**config.mk**
```make
export PLATFORM = sky130hd
export DESIGN_NAME = mia_core_ctrl
export DESIGN_NICKNAME = d
export VERILOG_FILES = /design/src/rtl/mia_pkg.sv /design/src/rtl/mia_core_ctrl.sv
export SDC_FILE = /design/constraint.sdc
export NUM_CORES = 1
export LEC_CHECK = 0
export BUFFER_PORTS_ARGS = -buffer_cell sky130_fd_sc_hd__buf_2
export CORE_MARGIN = 10
export CORE_UTILIZATION = 51
export DETAILED_ROUTE_END_ITERATION = 12
export PLACE_DENSITY_LB_ADDON = 0.1
export SYNTH_ARGS = -nofsm -noshare
export SYNTH_HDL_FRONTEND = slang
export SYNTH_SLANG_ARGS = --single-unit
```
**constraint.sdc**
```tcl
create_clock -name pclk -period 2.65 [get_ports pclk]
set_input_delay 0.3975 -clock pclk [delete_from_list [all_inputs] [get_ports pclk]]
set_output_delay 0.3975 -clock pclk [all_outputs]
set_load 0.05 [all_outputs]
```
**src/rtl/mia_pkg.sv**
```systemverilog
// Operation
// - Unmasked low interrupt pin causes entry
// - External entry like timer, vector 1FFA
// - Build option: level-and-edge or edge only
// - Level build only: line still low gives another entry
// - Software trap enters regardless of mask
// - Software trap vectors through 1FFC
// - Gate mode: clock ANDed with pin
// - Disable-only mode blocks all counting
// - Both bits: count pin falling edges
// - Reset and stop preset counter F0
// - Decode 61 instructions in five classes
// - Register/memory ops; jump, call load PC in direct and extended modes
// - Read/modify/write writes back, except test
// - Taken branch adds signed offset to PC
// - Bit set, clear, test in low page
// - Bit test copies bit into carry
// - Ten addressing modes; immediate, direct, extended and bit modes form the address
// - Inherent mode has no operand bytes
// - Immediate: address PC+1, PC advances two
// - Direct: high byte zero, PC plus two
// - External interrupt served before timer
// - Entry stacks, sets mask; return restores
// - Interrupt waits for instruction end
package mia_pkg;
    localparam logic [11:0] REG_CC = 12'h000;
    localparam logic [11:0] REG_TCTL = 12'h004;
    localparam logic [11:0] REG_TCNT = 12'h008;
    localparam logic [11:0] REG_STAT = 12'h00c;
    // Condition code bit positions
    localparam int CC_C = 0;
    localparam int CC_Z = 1;
    localparam int CC_N = 2;
    localparam int CC_I = 3;
    localparam int CC_H = 4;
    localparam logic [4:0] CC_RST = 5'h08;
    // Timer control bit positions within the byte
    localparam int TC_GATE = 4;
    localparam int TC_DIS = 5;
    localparam int TC_MASK = 6;
    localparam int TC_REQ = 7;
    localparam logic [3:0] TCTL_RST = 4'h4;
    localparam logic [7:0] TMR_PRESET = 8'hf0;
    localparam logic [15:0] VEC_TMR = 16'h1ff8;
    localparam logic [15:0] VEC_EXT = 16'h1ffa;
    localparam logic [15:0] VEC_TRAP = 16'h1ffc;
    localparam logic [7:0] OP_RET_TRAP = 8'h80;
    localparam logic [7:0] OP_SW_TRAP = 8'h83;
    localparam logic [3:0] NIB_TEST_NZ = 4'hd;
    localparam logic [3:0] NIB_JUMP = 4'hc;
    localparam logic [3:0] NIB_CALL = 4'hd;
    localparam logic [3:0] NIB_STORE_A = 4'h7;
    localparam logic [3:0] NIB_STORE_X = 4'hf;
    localparam int BASE_INSN_CNT = 61;

    typedef enum logic [2:0] {
        MIA_CLS_REGMEM = 3'b000,
        MIA_CLS_RMW = 3'b001,
        MIA_CLS_BRANCH = 3'b010,
        MIA_CLS_BIT = 3'b011,
        MIA_CLS_CTRL = 3'b100
    } mia_cls_t;

    typedef enum logic [3:0] {
        MIA_MD_INH = 4'b0000,
        MIA_MD_IMM = 4'b0001,
        MIA_MD_DIR = 4'b0010,
        MIA_MD_EXT = 4'b0011,
        MIA_MD_IX0 = 4'b0100,
        MIA_MD_IX1 = 4'b0101,
        MIA_MD_IX2 = 4'b0110,
        MIA_MD_REL = 4'b0111,
        MIA_MD_BSC = 4'b1000,
        MIA_MD_BTB = 4'b1001
    } mia_mode_t;

    typedef struct packed {
        logic [7:0] opcode;
        logic [7:0] opnd1;
        logic [7:0] opnd2;
        logic [15:0] pc;
        logic [7:0] rd_data;
    } mia_insn_t;

    typedef struct packed {
        mia_cls_t cls;
        mia_mode_t mode;
        logic [15:0] effective_address;
        logic ea_valid;
        logic [15:0] next_pc;
        logic wr_back;
        logic [7:0] wr_data;
        logic taken;
    } mia_dec_t;
endpackage : mia_pkg

```
**src/rtl/mia_core_ctrl.sv**
```systemverilog
`timescale 1ns/1ps
module mia_core_ctrl #(
    parameter bit LEVEL_SENS = 1'b1
) (
    input wire logic pclk,
    input wire logic presetn,
    input wire logic [11:0] paddr,
    input wire logic psel,
    input wire logic penable,
    input wire logic pwrite,
    input wire logic [31:0] pwdata,
    output logic [31:0] prdata,
    output logic pready,
    output logic pslverr,
    input wire logic irq_n,
    input wire logic timer_pin,
    input wire logic stop_exec,
    input wire logic insn_valid,
    input wire mia_pkg::mia_insn_t insn,
    input wire logic insn_end,
    input wire logic [4:0] rti_cc,
    output mia_pkg::mia_dec_t dec,
    output logic dec_valid,
    output logic entry,
    output logic [15:0] vector,
    output logic [4:0] cc,
    output logic [7:0] timer_count
);
    logic [31:0] prdata_ff;
    logic pready_ff, pslverr_ff, tpin_q_ff, irq_q_ff, ext_lat_ff;
    logic [4:0] cc_ff;
    logic [3:0] tctl_ff;
    logic [7:0] tcnt_ff;
    mia_pkg::mia_dec_t dec_ff, nxt_dec;
    logic dec_valid_ff, entry_ff;
    logic [15:0] vector_ff;
    logic tick, ext_pend, tmr_pend, take_ext, take_tmr, take_trap;
    logic is_ret, bit_tested, apb_setup, apb_wr, addr_hit;

    // PC plus a small step, kept at 16 bits
    function automatic logic [15:0] pc_add(input logic [15:0] p,
                                           input logic [1:0] n);
        pc_add = p + {14'h0000, n};
    endfunction : pc_add

    // Signed 8-bit offset from a base address
    function automatic logic [15:0] rel_tgt(input logic [15:0] base,
                                            input logic [7:0] off);
        rel_tgt = base + {{8{off[7]}}, off};
    endfunction : rel_tgt

    // Branch test: pair of opcodes per test, odd one inverted
    function automatic logic br_cond(input logic [3:0] nib,
                                     input logic [4:0] c,
                                     input logic pin_n);
        logic base;
        base = 1'b1;
        unique case (nib[3:1])
            3'd0: base = 1'b1;
            3'd1: base = ~(c[mia_pkg::CC_C] | c[mia_pkg::CC_Z]);
            3'd2: base = ~c[mia_pkg::CC_C];
            3'd3: base = ~c[mia_pkg::CC_Z];
            3'd4: base = ~c[mia_pkg::CC_H];
            3'd5: base = ~c[mia_pkg::CC_N];
            3'd6: base = ~c[mia_pkg::CC_I];
            3'd7: base = ~pin_n;
        endcase
        br_cond = base ^ nib[0];
    endfunction : br_cond

    // ten mode codes
    // Mode follows the opcode's high nibble
    function automatic mia_pkg::mia_mode_t mode_of(input logic [7:0] op);
        unique case (op[7:4])
            4'h0: mode_of = mia_pkg::MIA_MD_BTB;
            4'h1: mode_of = mia_pkg::MIA_MD_BSC;
            4'h2: mode_of = mia_pkg::MIA_MD_REL;
            4'h3, 4'hb: mode_of = mia_pkg::MIA_MD_DIR;
            4'h6, 4'he: mode_of = mia_pkg::MIA_MD_IX1;
            4'h7, 4'hf: mode_of = mia_pkg::MIA_MD_IX0;
            4'ha: mode_of = mia_pkg::MIA_MD_IMM;
            4'hc: mode_of = mia_pkg::MIA_MD_EXT;
            4'hd: mode_of = mia_pkg::MIA_MD_IX2;
            default: mode_of = mia_pkg::MIA_MD_INH;
        endcase
    endfunction : mode_of

    // five classes
    // Class also follows the high nibble of the opcode
    function automatic mia_pkg::mia_cls_t cls_of(input logic [7:0] op);
        unique case (op[7:4])
            4'h0, 4'h1: cls_of = mia_pkg::MIA_CLS_BIT;
            4'h2: cls_of = mia_pkg::MIA_CLS_BRANCH;
            4'h3, 4'h4, 4'h5, 4'h6, 4'h7: cls_of = mia_pkg::MIA_CLS_RMW;
            4'h8, 4'h9: cls_of = mia_pkg::MIA_CLS_CTRL;
            default: cls_of = mia_pkg::MIA_CLS_REGMEM;
        endcase
    endfunction : cls_of

    // Decode of the instruction now presented
    always_comb
    begin
        nxt_dec = '0;
        nxt_dec.cls = cls_of(insn.opcode);
        nxt_dec.mode = mode_of(insn.opcode);
        nxt_dec.wr_data = insn.rd_data;
        bit_tested = insn.rd_data[insn.opcode[3:1]];
        unique case (nxt_dec.mode)
            mia_pkg::MIA_MD_INH: nxt_dec.next_pc = pc_add(insn.pc, 2'd1);
            mia_pkg::MIA_MD_IMM:
            begin
                nxt_dec.effective_address = pc_add(insn.pc, 2'd1);
                nxt_dec.ea_valid = 1'b1;
                nxt_dec.next_pc = pc_add(insn.pc, 2'd2);
            end
            mia_pkg::MIA_MD_DIR:
            begin
                nxt_dec.effective_address = {8'h00, insn.opnd1};
                nxt_dec.ea_valid = 1'b1;
                nxt_dec.next_pc = pc_add(insn.pc, 2'd2);
            end
            mia_pkg::MIA_MD_EXT:
            begin
                nxt_dec.effective_address = {insn.opnd1, insn.opnd2};
                nxt_dec.ea_valid = 1'b1;
                nxt_dec.next_pc = pc_add(insn.pc, 2'd3);
            end
            // Index register lives in the datapath, not here
            mia_pkg::MIA_MD_IX0: nxt_dec.next_pc = pc_add(insn.pc, 2'd1);
            mia_pkg::MIA_MD_IX1: nxt_dec.next_pc = pc_add(insn.pc, 2'd2);
            mia_pkg::MIA_MD_IX2: nxt_dec.next_pc = pc_add(insn.pc, 2'd3);
            mia_pkg::MIA_MD_REL:
            begin
                nxt_dec.taken = br_cond(insn.opcode[3:0], cc_ff, irq_n);
                nxt_dec.next_pc = nxt_dec.taken ?
                    rel_tgt(pc_add(insn.pc, 2'd2), insn.opnd1) :
                    pc_add(insn.pc, 2'd2);
            end
            mia_pkg::MIA_MD_BSC:
            begin
                // low page bit set or clear
                nxt_dec.effective_address = {8'h00, insn.opnd1};
                nxt_dec.ea_valid = 1'b1;
                nxt_dec.next_pc = pc_add(insn.pc, 2'd2);
                nxt_dec.wr_back = 1'b1;
                nxt_dec.wr_data[insn.opcode[3:1]] = ~insn.opcode[0];
            end
            mia_pkg::MIA_MD_BTB:
            begin
                nxt_dec.effective_address = {8'h00, insn.opnd1};
                nxt_dec.ea_valid = 1'b1;
                nxt_dec.taken = bit_tested ^ insn.opcode[0];
                nxt_dec.next_pc = nxt_dec.taken ?
                    rel_tgt(pc_add(insn.pc, 2'd3), insn.opnd2) :
                    pc_add(insn.pc, 2'd3);
            end
        endcase
        if (nxt_dec.cls == mia_pkg::MIA_CLS_REGMEM && nxt_dec.ea_valid &&
            nxt_dec.mode != mia_pkg::MIA_MD_IMM &&
            (insn.opcode[3:0] == mia_pkg::NIB_JUMP ||
             insn.opcode[3:0] == mia_pkg::NIB_CALL))
        begin
            nxt_dec.next_pc = nxt_dec.effective_address;
            nxt_dec.taken = 1'b1;
        end
        if (nxt_dec.cls == mia_pkg::MIA_CLS_REGMEM &&
            nxt_dec.mode != mia_pkg::MIA_MD_IMM &&
            (insn.opcode[3:0] == mia_pkg::NIB_STORE_A ||
             insn.opcode[3:0] == mia_pkg::NIB_STORE_X))
        begin
            nxt_dec.wr_back = 1'b1;
        end
        if (nxt_dec.cls == mia_pkg::MIA_CLS_RMW)
        begin
            nxt_dec.wr_back = insn.opcode[3:0] != mia_pkg::NIB_TEST_NZ;
        end
    end

    // Decoder output is held until the next instruction
    always_ff @(posedge pclk or negedge presetn)
    begin
        if (!presetn)
        begin
            dec_ff <= '0;
            dec_valid_ff <= 1'b0;
        end
        else
        begin
            dec_valid_ff <= insn_valid;
            if (insn_valid)
            begin
                dec_ff <= nxt_dec;
            end
        end
    end

    always_comb
    begin
        unique case ({tctl_ff[mia_pkg::TC_DIS - 4],
                      tctl_ff[mia_pkg::TC_GATE - 4]})
            2'b00: tick = 1'b1;
            2'b01: tick = timer_pin;
            2'b10: tick = 1'b0;
            2'b11: tick = tpin_q_ff & ~timer_pin;
        endcase
    end

    // Previous pin levels for falling-edge detection
    always_ff @(posedge pclk or negedge presetn)
    begin
        if (!presetn)
        begin
            tpin_q_ff <= 1'b0;
            irq_q_ff <= 1'b1;
        end
        else
        begin
            tpin_q_ff <= timer_pin;
            irq_q_ff <= irq_n;
        end
    end

    always_ff @(posedge pclk or negedge presetn)
    begin
        if (!presetn)
            tcnt_ff <= mia_pkg::TMR_PRESET;
        else if (stop_exec)
            tcnt_ff <= mia_pkg::TMR_PRESET;
        else if (tick)
            tcnt_ff <= tcnt_ff - 8'h01;
    end

    // Timer control; request sets on 01 to 00, set beats clear
    always_ff @(posedge pclk or negedge presetn)
    begin
        if (!presetn)
        begin
            tctl_ff <= mia_pkg::TCTL_RST;
        end
        else
        begin
            if (apb_wr && paddr == mia_pkg::REG_TCTL)
            begin
                tctl_ff <= pwdata[7:4];
            end
            if (tick && tcnt_ff == 8'h01)
            begin
                tctl_ff[mia_pkg::TC_REQ - 4] <= 1'b1;
            end
        end
    end

    assign ext_pend = ext_lat_ff | (LEVEL_SENS & ~irq_n);
    assign tmr_pend = tctl_ff[mia_pkg::TC_REQ - 4] &
                      ~tctl_ff[mia_pkg::TC_MASK - 4];
    assign take_ext = insn_end & ~cc_ff[mia_pkg::CC_I] & ext_pend;
    assign take_tmr = insn_end & ~cc_ff[mia_pkg::CC_I] & ~ext_pend &
                      tmr_pend;
    assign take_trap = insn_valid & ~take_ext & ~take_tmr &
                       insn.opcode == mia_pkg::OP_SW_TRAP;
    assign is_ret = insn_valid & insn.opcode == mia_pkg::OP_RET_TRAP;

    // edge latch; an edge in the entry cycle is kept
    always_ff @(posedge pclk or negedge presetn)
    begin
        if (!presetn)
        begin
            ext_lat_ff <= 1'b0;
        end
        else if (irq_q_ff && !irq_n)
        begin
            ext_lat_ff <= 1'b1;
        end
        else if (take_ext)
        begin
            ext_lat_ff <= 1'b0;
        end
    end

    // Entry pulse tells the core to stack and fetch the vector
    always_ff @(posedge pclk or negedge presetn)
    begin
        if (!presetn)
        begin
            entry_ff <= 1'b0;
            vector_ff <= 16'h0000;
        end
        else
        begin
            entry_ff <= take_ext | take_tmr | take_trap;
            if (take_ext)
            begin
                vector_ff <= mia_pkg::VEC_EXT;
            end
            else if (take_tmr)
            begin
                vector_ff <= mia_pkg::VEC_TMR;
            end
            else if (take_trap)
            begin
                vector_ff <= mia_pkg::VEC_TRAP;
            end
        end
    end

    // Condition codes; hardware updates win over software writes
    always_ff @(posedge pclk or negedge presetn)
    begin
        if (!presetn)
        begin
            cc_ff <= mia_pkg::CC_RST;
        end
        else if (take_ext || take_tmr || take_trap)
        begin
            cc_ff[mia_pkg::CC_I] <= 1'b1;
        end
        else if (is_ret)
        begin
            cc_ff <= rti_cc;
        end
        else if (insn_valid && mode_of(insn.opcode) == mia_pkg::MIA_MD_BTB)
        begin
            cc_ff[mia_pkg::CC_C] <= bit_tested;
        end
        else if (apb_wr && paddr == mia_pkg::REG_CC)
        begin
            cc_ff <= pwdata[4:0];
        end
    end

    // Bus slave answers in the access phase with no wait states
    assign apb_setup = psel & ~penable;
    assign apb_wr = psel & penable & pready_ff & pwrite & addr_hit;
    assign addr_hit = paddr == mia_pkg::REG_CC ||
                      paddr == mia_pkg::REG_TCTL ||
                      paddr == mia_pkg::REG_TCNT ||
                      paddr == mia_pkg::REG_STAT;

    // Read data is latched during setup so it stands all access
    always_ff @(posedge pclk or negedge presetn)
    begin
        if (!presetn)
        begin
            prdata_ff <= 32'h0000_0000;
            pready_ff <= 1'b0;
            pslverr_ff <= 1'b0;
        end
        else
        begin
            pready_ff <= apb_setup;
            pslverr_ff <= apb_setup & ~addr_hit;
            prdata_ff <= 32'h0000_0000;
            if (apb_setup && !pwrite)
            begin
                unique case (paddr)
                    mia_pkg::REG_CC: prdata_ff[4:0] <= cc_ff;
                    mia_pkg::REG_TCTL: prdata_ff[7:4] <= tctl_ff;
                    mia_pkg::REG_TCNT: prdata_ff[7:0] <= tcnt_ff;
                    mia_pkg::REG_STAT:
                        prdata_ff[3:0] <= {LEVEL_SENS, ext_lat_ff,
                                           tmr_pend, ext_pend};
                    default: prdata_ff <= 32'h0000_0000;
                endcase
            end
        end
    end

    assign prdata = prdata_ff;
    assign pready = pready_ff;
    assign pslverr = pslverr_ff;
    assign dec = dec_ff;
    assign dec_valid = dec_valid_ff;
    assign entry = entry_ff;
    assign vector = vector_ff;
    assign cc = cc_ff;
    assign timer_count = tcnt_ff;
endmodule : mia_core_ctrl

```
==> results.md, run 1 <==
* Die ar. at just over 0.02 sq mm
* Crit Path Max Fanout at 6
* Die height at 142 um
* Placed Area at 0.00964 sq mm
* Mapped cell area at 0.00759 sq mm
* RSZ-0062 raised after global routing: yes
* Post-route DRC at 0
* Endpoint of the worst setup timing path: dec[24]
* Setup Skew at 6.49 ps
* Post-place setup slack at -657 ps
* Vias per inst at 5.79
* Slew at the pin closest to its max-slew limit at 603 ps
* H-tree level count at 3
* CTS max path bufs at 2
* Failing checks: setup timing
* Clock insertion delay at the later pin of the skew report at about 350 ps
* Arr. time, crit path at 3020 ps
* Crit Path Category: in -> reg
* Starting density of the core at 52.2%
* Via count at 8128
* Most frequent cells after synthesis: nor2_1 (98), nand2_1 (80), dfrtp_1 (78)
* Reg2reg setup slack at 270 ps
* Count of different cell masters after synthesis at 91
* Setup TNS at -593 ps
* Worst setup startpoint: insn[13]
* Initial antenna violation count at 0
* Max frequency at 362 MHz
* Vias in the first global route at 8017
* Fin. Hold Viols at 0
* Main synth FF type: dfrtp_1
* Wire length per cell at 20.1 um
* Synthesis-to-finish area growth at 39.3%
* Most common cell in the netlist: nor2_1
* Slew Viols, Final at 0
* Max_cap viols at 0
* Layout cells sized above 1 at approximately two fifths
* R2R depth at 8
* GRT Util Overall at 27.1%
* Pre-antenna DRT Iters at 8
* Clk root buf: clkbuf_16
* Final worst-path cycle share at 104%
* Post-route ant nets at 0
* Post-DP HPWL at 22.8 mm
* Cell area after layout at 0.0106 sq mm
* # clock sinks at between 80 and 90
* Minimum clock period at 2770 ps
* First-pass GRT wire length at 43.5 mm
* Avg Inst Size Synth at 8.35 sq um
* FFs w/ async S/R, synth at 100%
* Remaining Overflow, GRT at 0
* Routed Wire Length at roughly 28 mm
* EDFF count, synth at 0
* Core ar. at 0.0145 sq mm
* Area share of the largest cell type after synthesis at between 20% and 30%
* Port Buffers at 169
* CP Capture Type: flip-flop
* Yosys warns at 0
* Antenna diodes at 0
* Pwr Density at approximately 510 mW/mm^2
* # setup viols final at 7
* Min-delay worst type: in -> async
* Req. time, crit path at 2910 ps
* Seq cells post-synth at between 80 and 90
* Largest area contributor in the netlist: dfrtp_1
* IR Drop Worst-Case VDD at approximately 0.0004 V
* Startpoint Class: input pin
* Final worst slack at -116 ps
* TritonCTS clock tree: done
* Routability cong. at 1.03
* Largest net degree at the start of global routing at 49
* First-iteration detailed-routing DRC count at 647
* P_leak at around 5 nW
* IO Count at 222
* Synth Instances at 908
* Chip width at 142 um
* Rows at 44
* Nets@finish at about 1400
* Utilization after layout at about 73%
* Relative slew slack at 59.8%
* Inserted Clock Buffers at 9
* Outcome: finished with violations
* Register area share after synthesis at 28.2%
* Worst-path clk slew at 60 ps
* R2r startpoint: cc[3]
* Area contributors post-synth: dfrtp_1 (26%), ha_1 (6.4%), xnor2_1 (5.0%), nor2_1 (4.8%), buf_4 (4.5%)
* Critical R2R Capture: dec[10]
-- layer usage --
| layer | track usage, % | share of wire, % | vias up |
|---|---|---|---|
| met3 | 6.58 | 8.8 | 63 |
| met5 | 0.500 | 0 | - |
| met2 | 43.0 | 47 | 352 |
| li1 | - | - | 3829 |
| met4 | 9.20 | 2.7 | 0 |
| met1 | 35.2 | 42 | 3884 |
-- critical path, stage by stage --
cell	delay (ps)
buf_6	80
buf_4	170
nand2_1	140
buf_4	170
nor3_1	180
buf_4	140
xor2_1	200
ha_1	310
a21o_1	190
a21o_1	160
a21oi_1	130
and3_1	180
xnor2_1	180
a211oi_2	160
a221oi_2	220
-- cell usage in the layout (no fill, tap or decap), types with 27 or more instances in the layout --
cell type and count:
inv_1 28, o21ai_0 37, conb_1 28, nor2_1 92
dfrtp_1 78, buf_4 176, buf_2 163, mux2i_1 27
xnor2_1 36, a21oi_1 56, nand2_1 74
-- area by class of cell --
| type | instances | area, sq um |
|---|---|---|
| multi-input combinational | 737 | 5430 |
| fill | 1232 | 3970 |
| timing repair buffer | 352 | 2330 |
| sequential | 85 | 2140 |
| clock buffer | 10 | 239 |
| tap | 184 | 230 |
| inverter | 31 | 135 |
| clock inverter | 6 | 71.3 |
-- kinds of logic after synthesis --
kind of cell,Yosys count,share of synthesized area [%]
fa+ha+maj,41,6.96
mux,34,4.65
xor+xnor,73,8.43
flops,85,28.2
simple gates,301,19.2
other cells,1,0.0494
compound gates,260,23.5
buf+inv,113,9.09
-- worst min-delay path by stage --
| stage | to | start |
|---|---|---|
| 6_report | dec[23] | presetn |
| 5_1_grt | dec[23] | presetn |
| 4_1_cts | dec[38] | presetn |
| 3_5_place_dp | dec[38] | presetn |
| 3_3_place_gp | dec[21] | presetn |
| 2_1_floorplan | cc[0] | presetn |
-- repair_timing --
action	4_1_cts	5_1_grt
pin swaps	38	21
hold buffers	0	0
hold endpoints to repair	0	0
setup endpoints to repair	9	9
gates resized for setup	71	27
buffers inserted	12	3
-- state kept, by name, summed over array words and instances (netlist names) --
signal and cells:
timer_count 8, prdata 8, tpin_q_ff 1, irq_q_ff 1, cc 5, dec 50
dec_valid 1, pready 1, tctl_ff 4, ext_lat_ff 1, pslverr 1, entry 1
vector 3
-- power by group --
| part | total (mW) | leakage (nW) | switching (mW) | internal (mW) |
|---|---|---|---|---|
| clock network | 1.30 | 0.145 | 0.542 | 0.762 |
| logic | 2.54 | 3.81 | 1.66 | 0.880 |
| registers | 1.52 | 1.05 | 0.0980 | 1.43 |
| total | 5.37 | 5.01 | 2.30 | 3.07 |
-- per-stage QoR --
stage / cells / power (mW) / hold WS [ps]
3_3_place_gp: 1376 / 3.90 / 441
2_1_floorplan: 935 / 3.23 / 102
5_1_grt: 1405 / 5.61 / 101
6_report: 1405 / 5.37 / 49.1
3_5_place_dp: 1376 / 3.91 / 443
4_1_cts: 1402 / 5.32 / 73.6
Note: power is estimated with default switching activity, not from simulation.
==> run 2, diff against run 1 <==
Settings changed: RECOVER_POWER from default to 100.
==> run 2 against run 1 <==
The run ends with capacitance limit, slew limit, setup timing left. Combinational power decreased by 2%. Cell count stayed put. Register-to-register slack got worse by 40 ps. Wire length grew 0.34%. Setup slack got worse by 5.5 ps. Maximum frequency fell by 0.20%. Critical endpoint unchanged. Total power fell by 0.96%. Non-clock buffer count unchanged. Clock power about the same. Sequential power about the same.
==> results.md, run 2 (synthesis gave the netlist of run 1 again) <==
* Outcome: finished with violations
* Failing checks: capacitance limit, slew limit, setup timing
* Minimum clock period at 2770 ps
* TritonCTS clock tree: done
* CP Capture Type: flip-flop
* CP cell instances: buf_6 > buf_4 > nand2_1 > buf_4 > nor3_1 > buf_4 > xor2_1 > ha_1 > a21o_1 > a21o_1 > a21oi_1 > and3_1 > xnor2_1 > a211oi_2 > a221oi_2
* Switching share of power at a little over two fifths
* Slew at the pin closest to its max-slew limit at 2390 ps
* Slew Viols, Final at 46
* Synthesis-to-finish area growth at 37.2%
* Nets@finish at 1364
* Die ar. at roughly 0.020 sq mm
* Pwr Density at 511 mW/mm^2
* GRT Util Overall at 27.1%
* IR Drop Worst-Case VDD at 0.000406 V
* RSZ-0062 raised after global routing: yes
* Most frequent cells in the layout: buf_4 (167), clkbuf_1 (99), nor2_1 (92), dfrtp_1 (78), nand2_1 (74)
* Core ar. at 0.0145 sq mm
* Via count at about 8000
* Post-route ant nets at 0
* Clock Power Share at around a quarter
* Net Sw Power at 2.31 mW
* Slowest stage cell, crit path: ha_1
* Int Pwr at 3.01 mW
* Clock insertion delay at the later pin of the skew report at 350 ps
* Remaining Overflow, GRT at 0
* First-iteration detailed-routing DRC count at 551
* Max reg flops at 50
* CP most frequent cell: buf_4
* Setup Skew at 6.17 ps
* R2r startpoint: cc[3]
* Hold Path Stages at 1
* Critical R2R Capture: dec[10]
* Crit Path Max Fanout at 6
* Final worst-path cycle share at 105%
* Routed Wire Length at 28.4 mm
* Post-route DRC at 0
* Setup TNS at -551 ps
* Rows at 44
* Vias per inst at 5.78
* Routability cong. at 1.03
* Max frequency at 361 MHz
* Req. time, crit path at 2910 ps
* Relative slew slack at -59.6%
* Wire length per cell at 20.2 um
* Pre-antenna DRT Iters at 5
* Crit-path max cell delay at 310 ps
* Initial antenna violation count at 0
* Post-DP HPWL at 22.8 mm
* H-tree level count at 3
* Inserted Clock Buffers at 9
* IO Count at 222
* Vias in the first global route at 8017
* Startpoint Class: input pin
* CTS max path bufs at 2
* Reg2reg setup slack at roughly 230 ps
* First-pass GRT wire length at 43.5 mm
* Antenna diodes at 0
* Die height at 142 um
* Starting density of the core at between 50% and 60%
* Port Buffers at around 170
* Chip width at about 140 um
* Commonest non-fill, non-tap cell in the layout: buf_4
* Clk root buf: clkbuf_16
* Hold Path End: irq_q_ff
* P_leak at between 4 and 5 nW
* R2R depth at 8
* Final worst slack at -121 ps
* Hold path start: irq_n
* Largest net degree at the start of global routing at 49
* # setup viols final at 6
* Max_cap viols at 1
* # clock sinks at 85
* Reg power frac at 28.8%
* Crit Path Category: in -> reg
* Min-delay worst type: in -> reg
* Layout cells sized above 1 at 31.9%
* Combinational share of power at 46.7%
* Worst-path clk slew at about 60 ps
* Post-place setup slack at -657 ps
* Hold buffers post-CTS at 0
* Fin. Hold Viols at 0
* Arr. time, crit path at ~3000 ps
## run 2: per-stage QoR
stage / utilization (%) / cells / hold slack (ps) / area (sq um) / power, mW
finish: 71.6 / 1405 / 201 / 10400 / 5.32
global route: 71.6 / 1405 / 188 / 10400 / 5.55
CTS: 71.4 / 1402 / 73.6 / 10400 / 5.32
detailed placement: 66.3 / 1376 / 443 / 9640 / 3.91
global placement: 66.3 / 1376 / 441 / 9640 / 3.90
floorplan: - / 935 / 102 / 7830 / 3.23
## run 2: worst max-delay path: cells and delay by family
family	cells	cell delay, ps
adder cells (fa/ha/maj)	1	310
XOR/XNOR	2	380
AND/OR/NAND/NOR	3	500
buffers and inverters	4	560
AO/OA/AOI/OAI	5	860
## run 2: layout make-up
type | instances | area, sq um
clock buffers | 10 | 239
clock inverters | 6 | 71.3
fillers | 1300 | 4130
inverters | 31 | 135
multi-input cells | 737 | 5430
flip-flops and latches | 85 | 2140
well taps | 184 | 230
repair buffers | 352 | 2170
## run 2: worst max-delay path by stage
| stage | cells after the start | start | end | slack, ps |
|---|---|---|---|---|
| after floorplan | 15 | insn[13] | dec[25] | -410 |
| after global placement | 17 | insn[9] | dec[23] | -610 |
| after detailed placement | 16 | insn[9] | dec[22] | -660 |
| after CTS | 16 | insn[9] | dec[24] | -100 |
| after global routing | 18 | insn[9] | dec[25] | -280 |
| final | 15 | insn[13] | dec[24] | -120 |
## run 2: power by group through the flow
stage	Combinational, mW	Clock [mW]	Sequential (mW)
floorplan	1.26	0	1.97
global placement	2.35	0	1.54
detailed placement	2.36	0	1.55
CTS	2.47	1.32	1.52
global route	2.64	1.37	1.55
finish	2.48	1.31	1.53
## run 2: layer usage
layer  up-vias  global-route usage [%]  part of all wire, %
li1       3829                       -                    -
met1      3865                    35.2                   42
met2       366                    43.0                   46
met3        65                    6.58                  9.2
met4         0                    9.20                  2.8
met5         -                   0.500                    0
## run 2: repair_timing
action	4_1_cts	5_1_grt
endpoints found under the setup margin	9	9
resized for setup	71	27
setup buffers	12	3
pin swaps	38	21
==> run 3, diff against run 2 <==
Settings changed: CORE_UTILIZATION 51 to 31, CTS_BUF_LIST from default to sky130_fd_sc_hd__clkbuf_16.
==> run 3 against run 2 <==
The flow still finishes with violations (capacitance limit, slew limit, setup timing). Register-to-register slack got worse by 130 ps. Sequential power hardly changed. Clock skew increased by 3.8 ps. Largest power group unchanged.
==> results.md, run 3 (synthesis gave the netlist of run 1 again) <==
* Outcome: finished with violations
* Failing checks: capacitance limit, slew limit, setup timing
* Port Buffers at approximately 170
* Hold path start: timer_pin
* Combinational share of power at a little under half
* Arr. time, crit path at 3030 ps
* Vias in the first global route at 8096
* Pre-antenna DRT Iters at 6
* Setup Skew at 9.97 ps
* Routability cong. at 0.905
* Vias per inst at between 5 and 6
* GRT Util Overall at 18.9%
* CP cell instances: buf_8 > buf_12 > inv_16 > ha_4 > a21oi_4 > nor2_4 > xor2_2 > ha_1 > a21oi_2 > nor3b_4 > a211oi_4 > buf_4 > a211oi_2 > xnor2_1 > nand2_1 > o211ai_1 > a22o_1
* Pwr Density at 499 mW/mm^2
* Cell area after layout at 0.0108 sq mm
* Slew Viols, Final at between 70 and 80
* CTS max path bufs at 2
* Core ar. at 0.0242 sq mm
* Most frequent cells in the layout: buf_4 (200), clkbuf_1 (100), nor2_1 (92), dfrtp_1 (78), nand2_1 (76)
* TritonCTS clock tree: done
* Crit Path Max Fanout at 4
* Chip width at 176 um
* Remaining Overflow, GRT at 0
* Slew at the pin closest to its max-slew limit at 1650 ps
* RSZ-0062 raised after global routing: yes
* Max frequency at 358 MHz
* Post-route ant nets at 0
* Routed Wire Length at 30.9 mm
* Inserted Clock Buffers at 9
* Final worst-path cycle share at 106%
* H-tree level count at 3
* Startpoint Class: input pin
* Largest net degree at the start of global routing at 42
* Slowest stage cell, crit path: ha_1
* Max reg flops at 50
* Layout cells sized above 1 at 32.9%
* # setup viols final at 10
* Starting density of the core at 31.4%
* Via count at between 7000 and 8000
* Clk root buf: clkbuf_16
* IR Drop Worst-Case VDD at about 0.00034 V
* Relative slew slack at -9.71%
* Utilization after layout at 44.6%
* Placed Area at 0.00996 sq mm
* # clock sinks at 85
* Wire length per cell at 19.6 um
* Clock insertion delay at the later pin of the skew report at between 300 and 400 ps
* Tot Pwr at about 5.4 mW
* Fin. Hold Viols at 0
* Initial antenna violation count at 0
* CP Capture Type: flip-flop
* Crit Path Category: in -> reg
* Reg power frac at about 29%
* Worst-path clk slew at about 70 ps
* Final worst slack at -146 ps
* Min-delay worst type: in -> reg
* Rows at 57
* Int Pwr at between 3 and 4 mW
* Clock Power Share at 24.7%
* R2r startpoint: cc[3]
* Antenna diodes at 0
* Minimum clock period at 2800 ps
* Post-route DRC at 0
* P_leak at 4.85 nW
* Nets@finish at 1397
* First-iteration detailed-routing DRC count at about 550
* Post-DP HPWL at 25.2 mm
* Commonest non-fill, non-tap cell in the layout: buf_4
* Worst setup startpoint: insn[9]
* Synthesis-to-finish area growth at 42.2%
* Crit-path max cell delay at 300 ps
* Net Sw Power at 2.36 mW
* First-pass GRT wire length at 46.4 mm
* Die ar. at 0.0311 sq mm
* Switching share of power at between 40% and 50%
* Req. time, crit path at 2880 ps
* IO Count at 222
* Max_cap viols at 2
* Die height at between 150 and 200 um
[run 3: timing repair]
item,in CTS,in global routing
pin swaps,37,15
setup buffers,17,7
setup endpoints to repair,9,9
hold endpoints to repair,19,0
resized for setup,57,37
hold buffers,1,0
[run 3: power groups by stage]
stage	Sequential (mW)	Clock [mW]	Combinational (mW)
6_report	1.54	1.33	2.51
5_1_grt	1.56	1.42	2.69
4_1_cts	1.54	1.36	2.51
3_5_place_dp	1.56	0	2.41
3_3_place_gp	1.56	0	2.41
2_1_floorplan	1.97	0	1.26
[run 3: metal layers]
layer / vias to the layer above / wire length (um) / GRT usage (%) / share of wire (%)
li1: 3890 / - / - / -
met1: 3795 / 13600 / 24.3 / 44
met2: 271 / 14700 / 32.1 / 48
met3: 35 / 1920 / 3.03 / 6.2
met4: 0 / 622 / 5.11 / 2.0
met5: - / 0 / 0 / 0
[run 3: worst paths after layout]
| kind | endpoint | slack [ps] | depth (start not counted) |
|---|---|---|---|
| max reg2reg | dec[10] | 100 | 9 |
| max in group asynchronous | timer_count[5] | 340 | 3 |
| min | tpin_q_ff | 190 | 1 |
| min in group asynchronous | dec[2] | 990 | 2 |
| max | dec[20] | -150 | 17 |
| min reg2reg | ext_lat_ff | 490 | 2 |
[run 3: critical path, delay by kind of cell]
kind            cells  cell delay, ps
compound gates      6             920
simple gates        3             540
buf+inv             4             440
fa+ha+maj           2             420
xor+xnor            2             300
[run 3: area by class of cell]
type	count	area, sq um
inverter	31	135
fill	2508	13400
sequential	85	2140
clock inverter	7	82.6
multi-input combinational	737	5400
clock buffer	9	225
timing repair buffer	385	2410
tap	324	405
[run 3: metrics by stage]
stage	std cells	hold WS (ps)	setup TNS (ps)	setup WS, ps
after global routing	1578	188	-2980	-232
after detailed placement	1537	358	-5660	-685
after global placement	1537	357	-5290	-638
final	1578	191	-620	-146
after floorplan	935	102	-996	-408
after CTS	1571	179	-302	-98.0
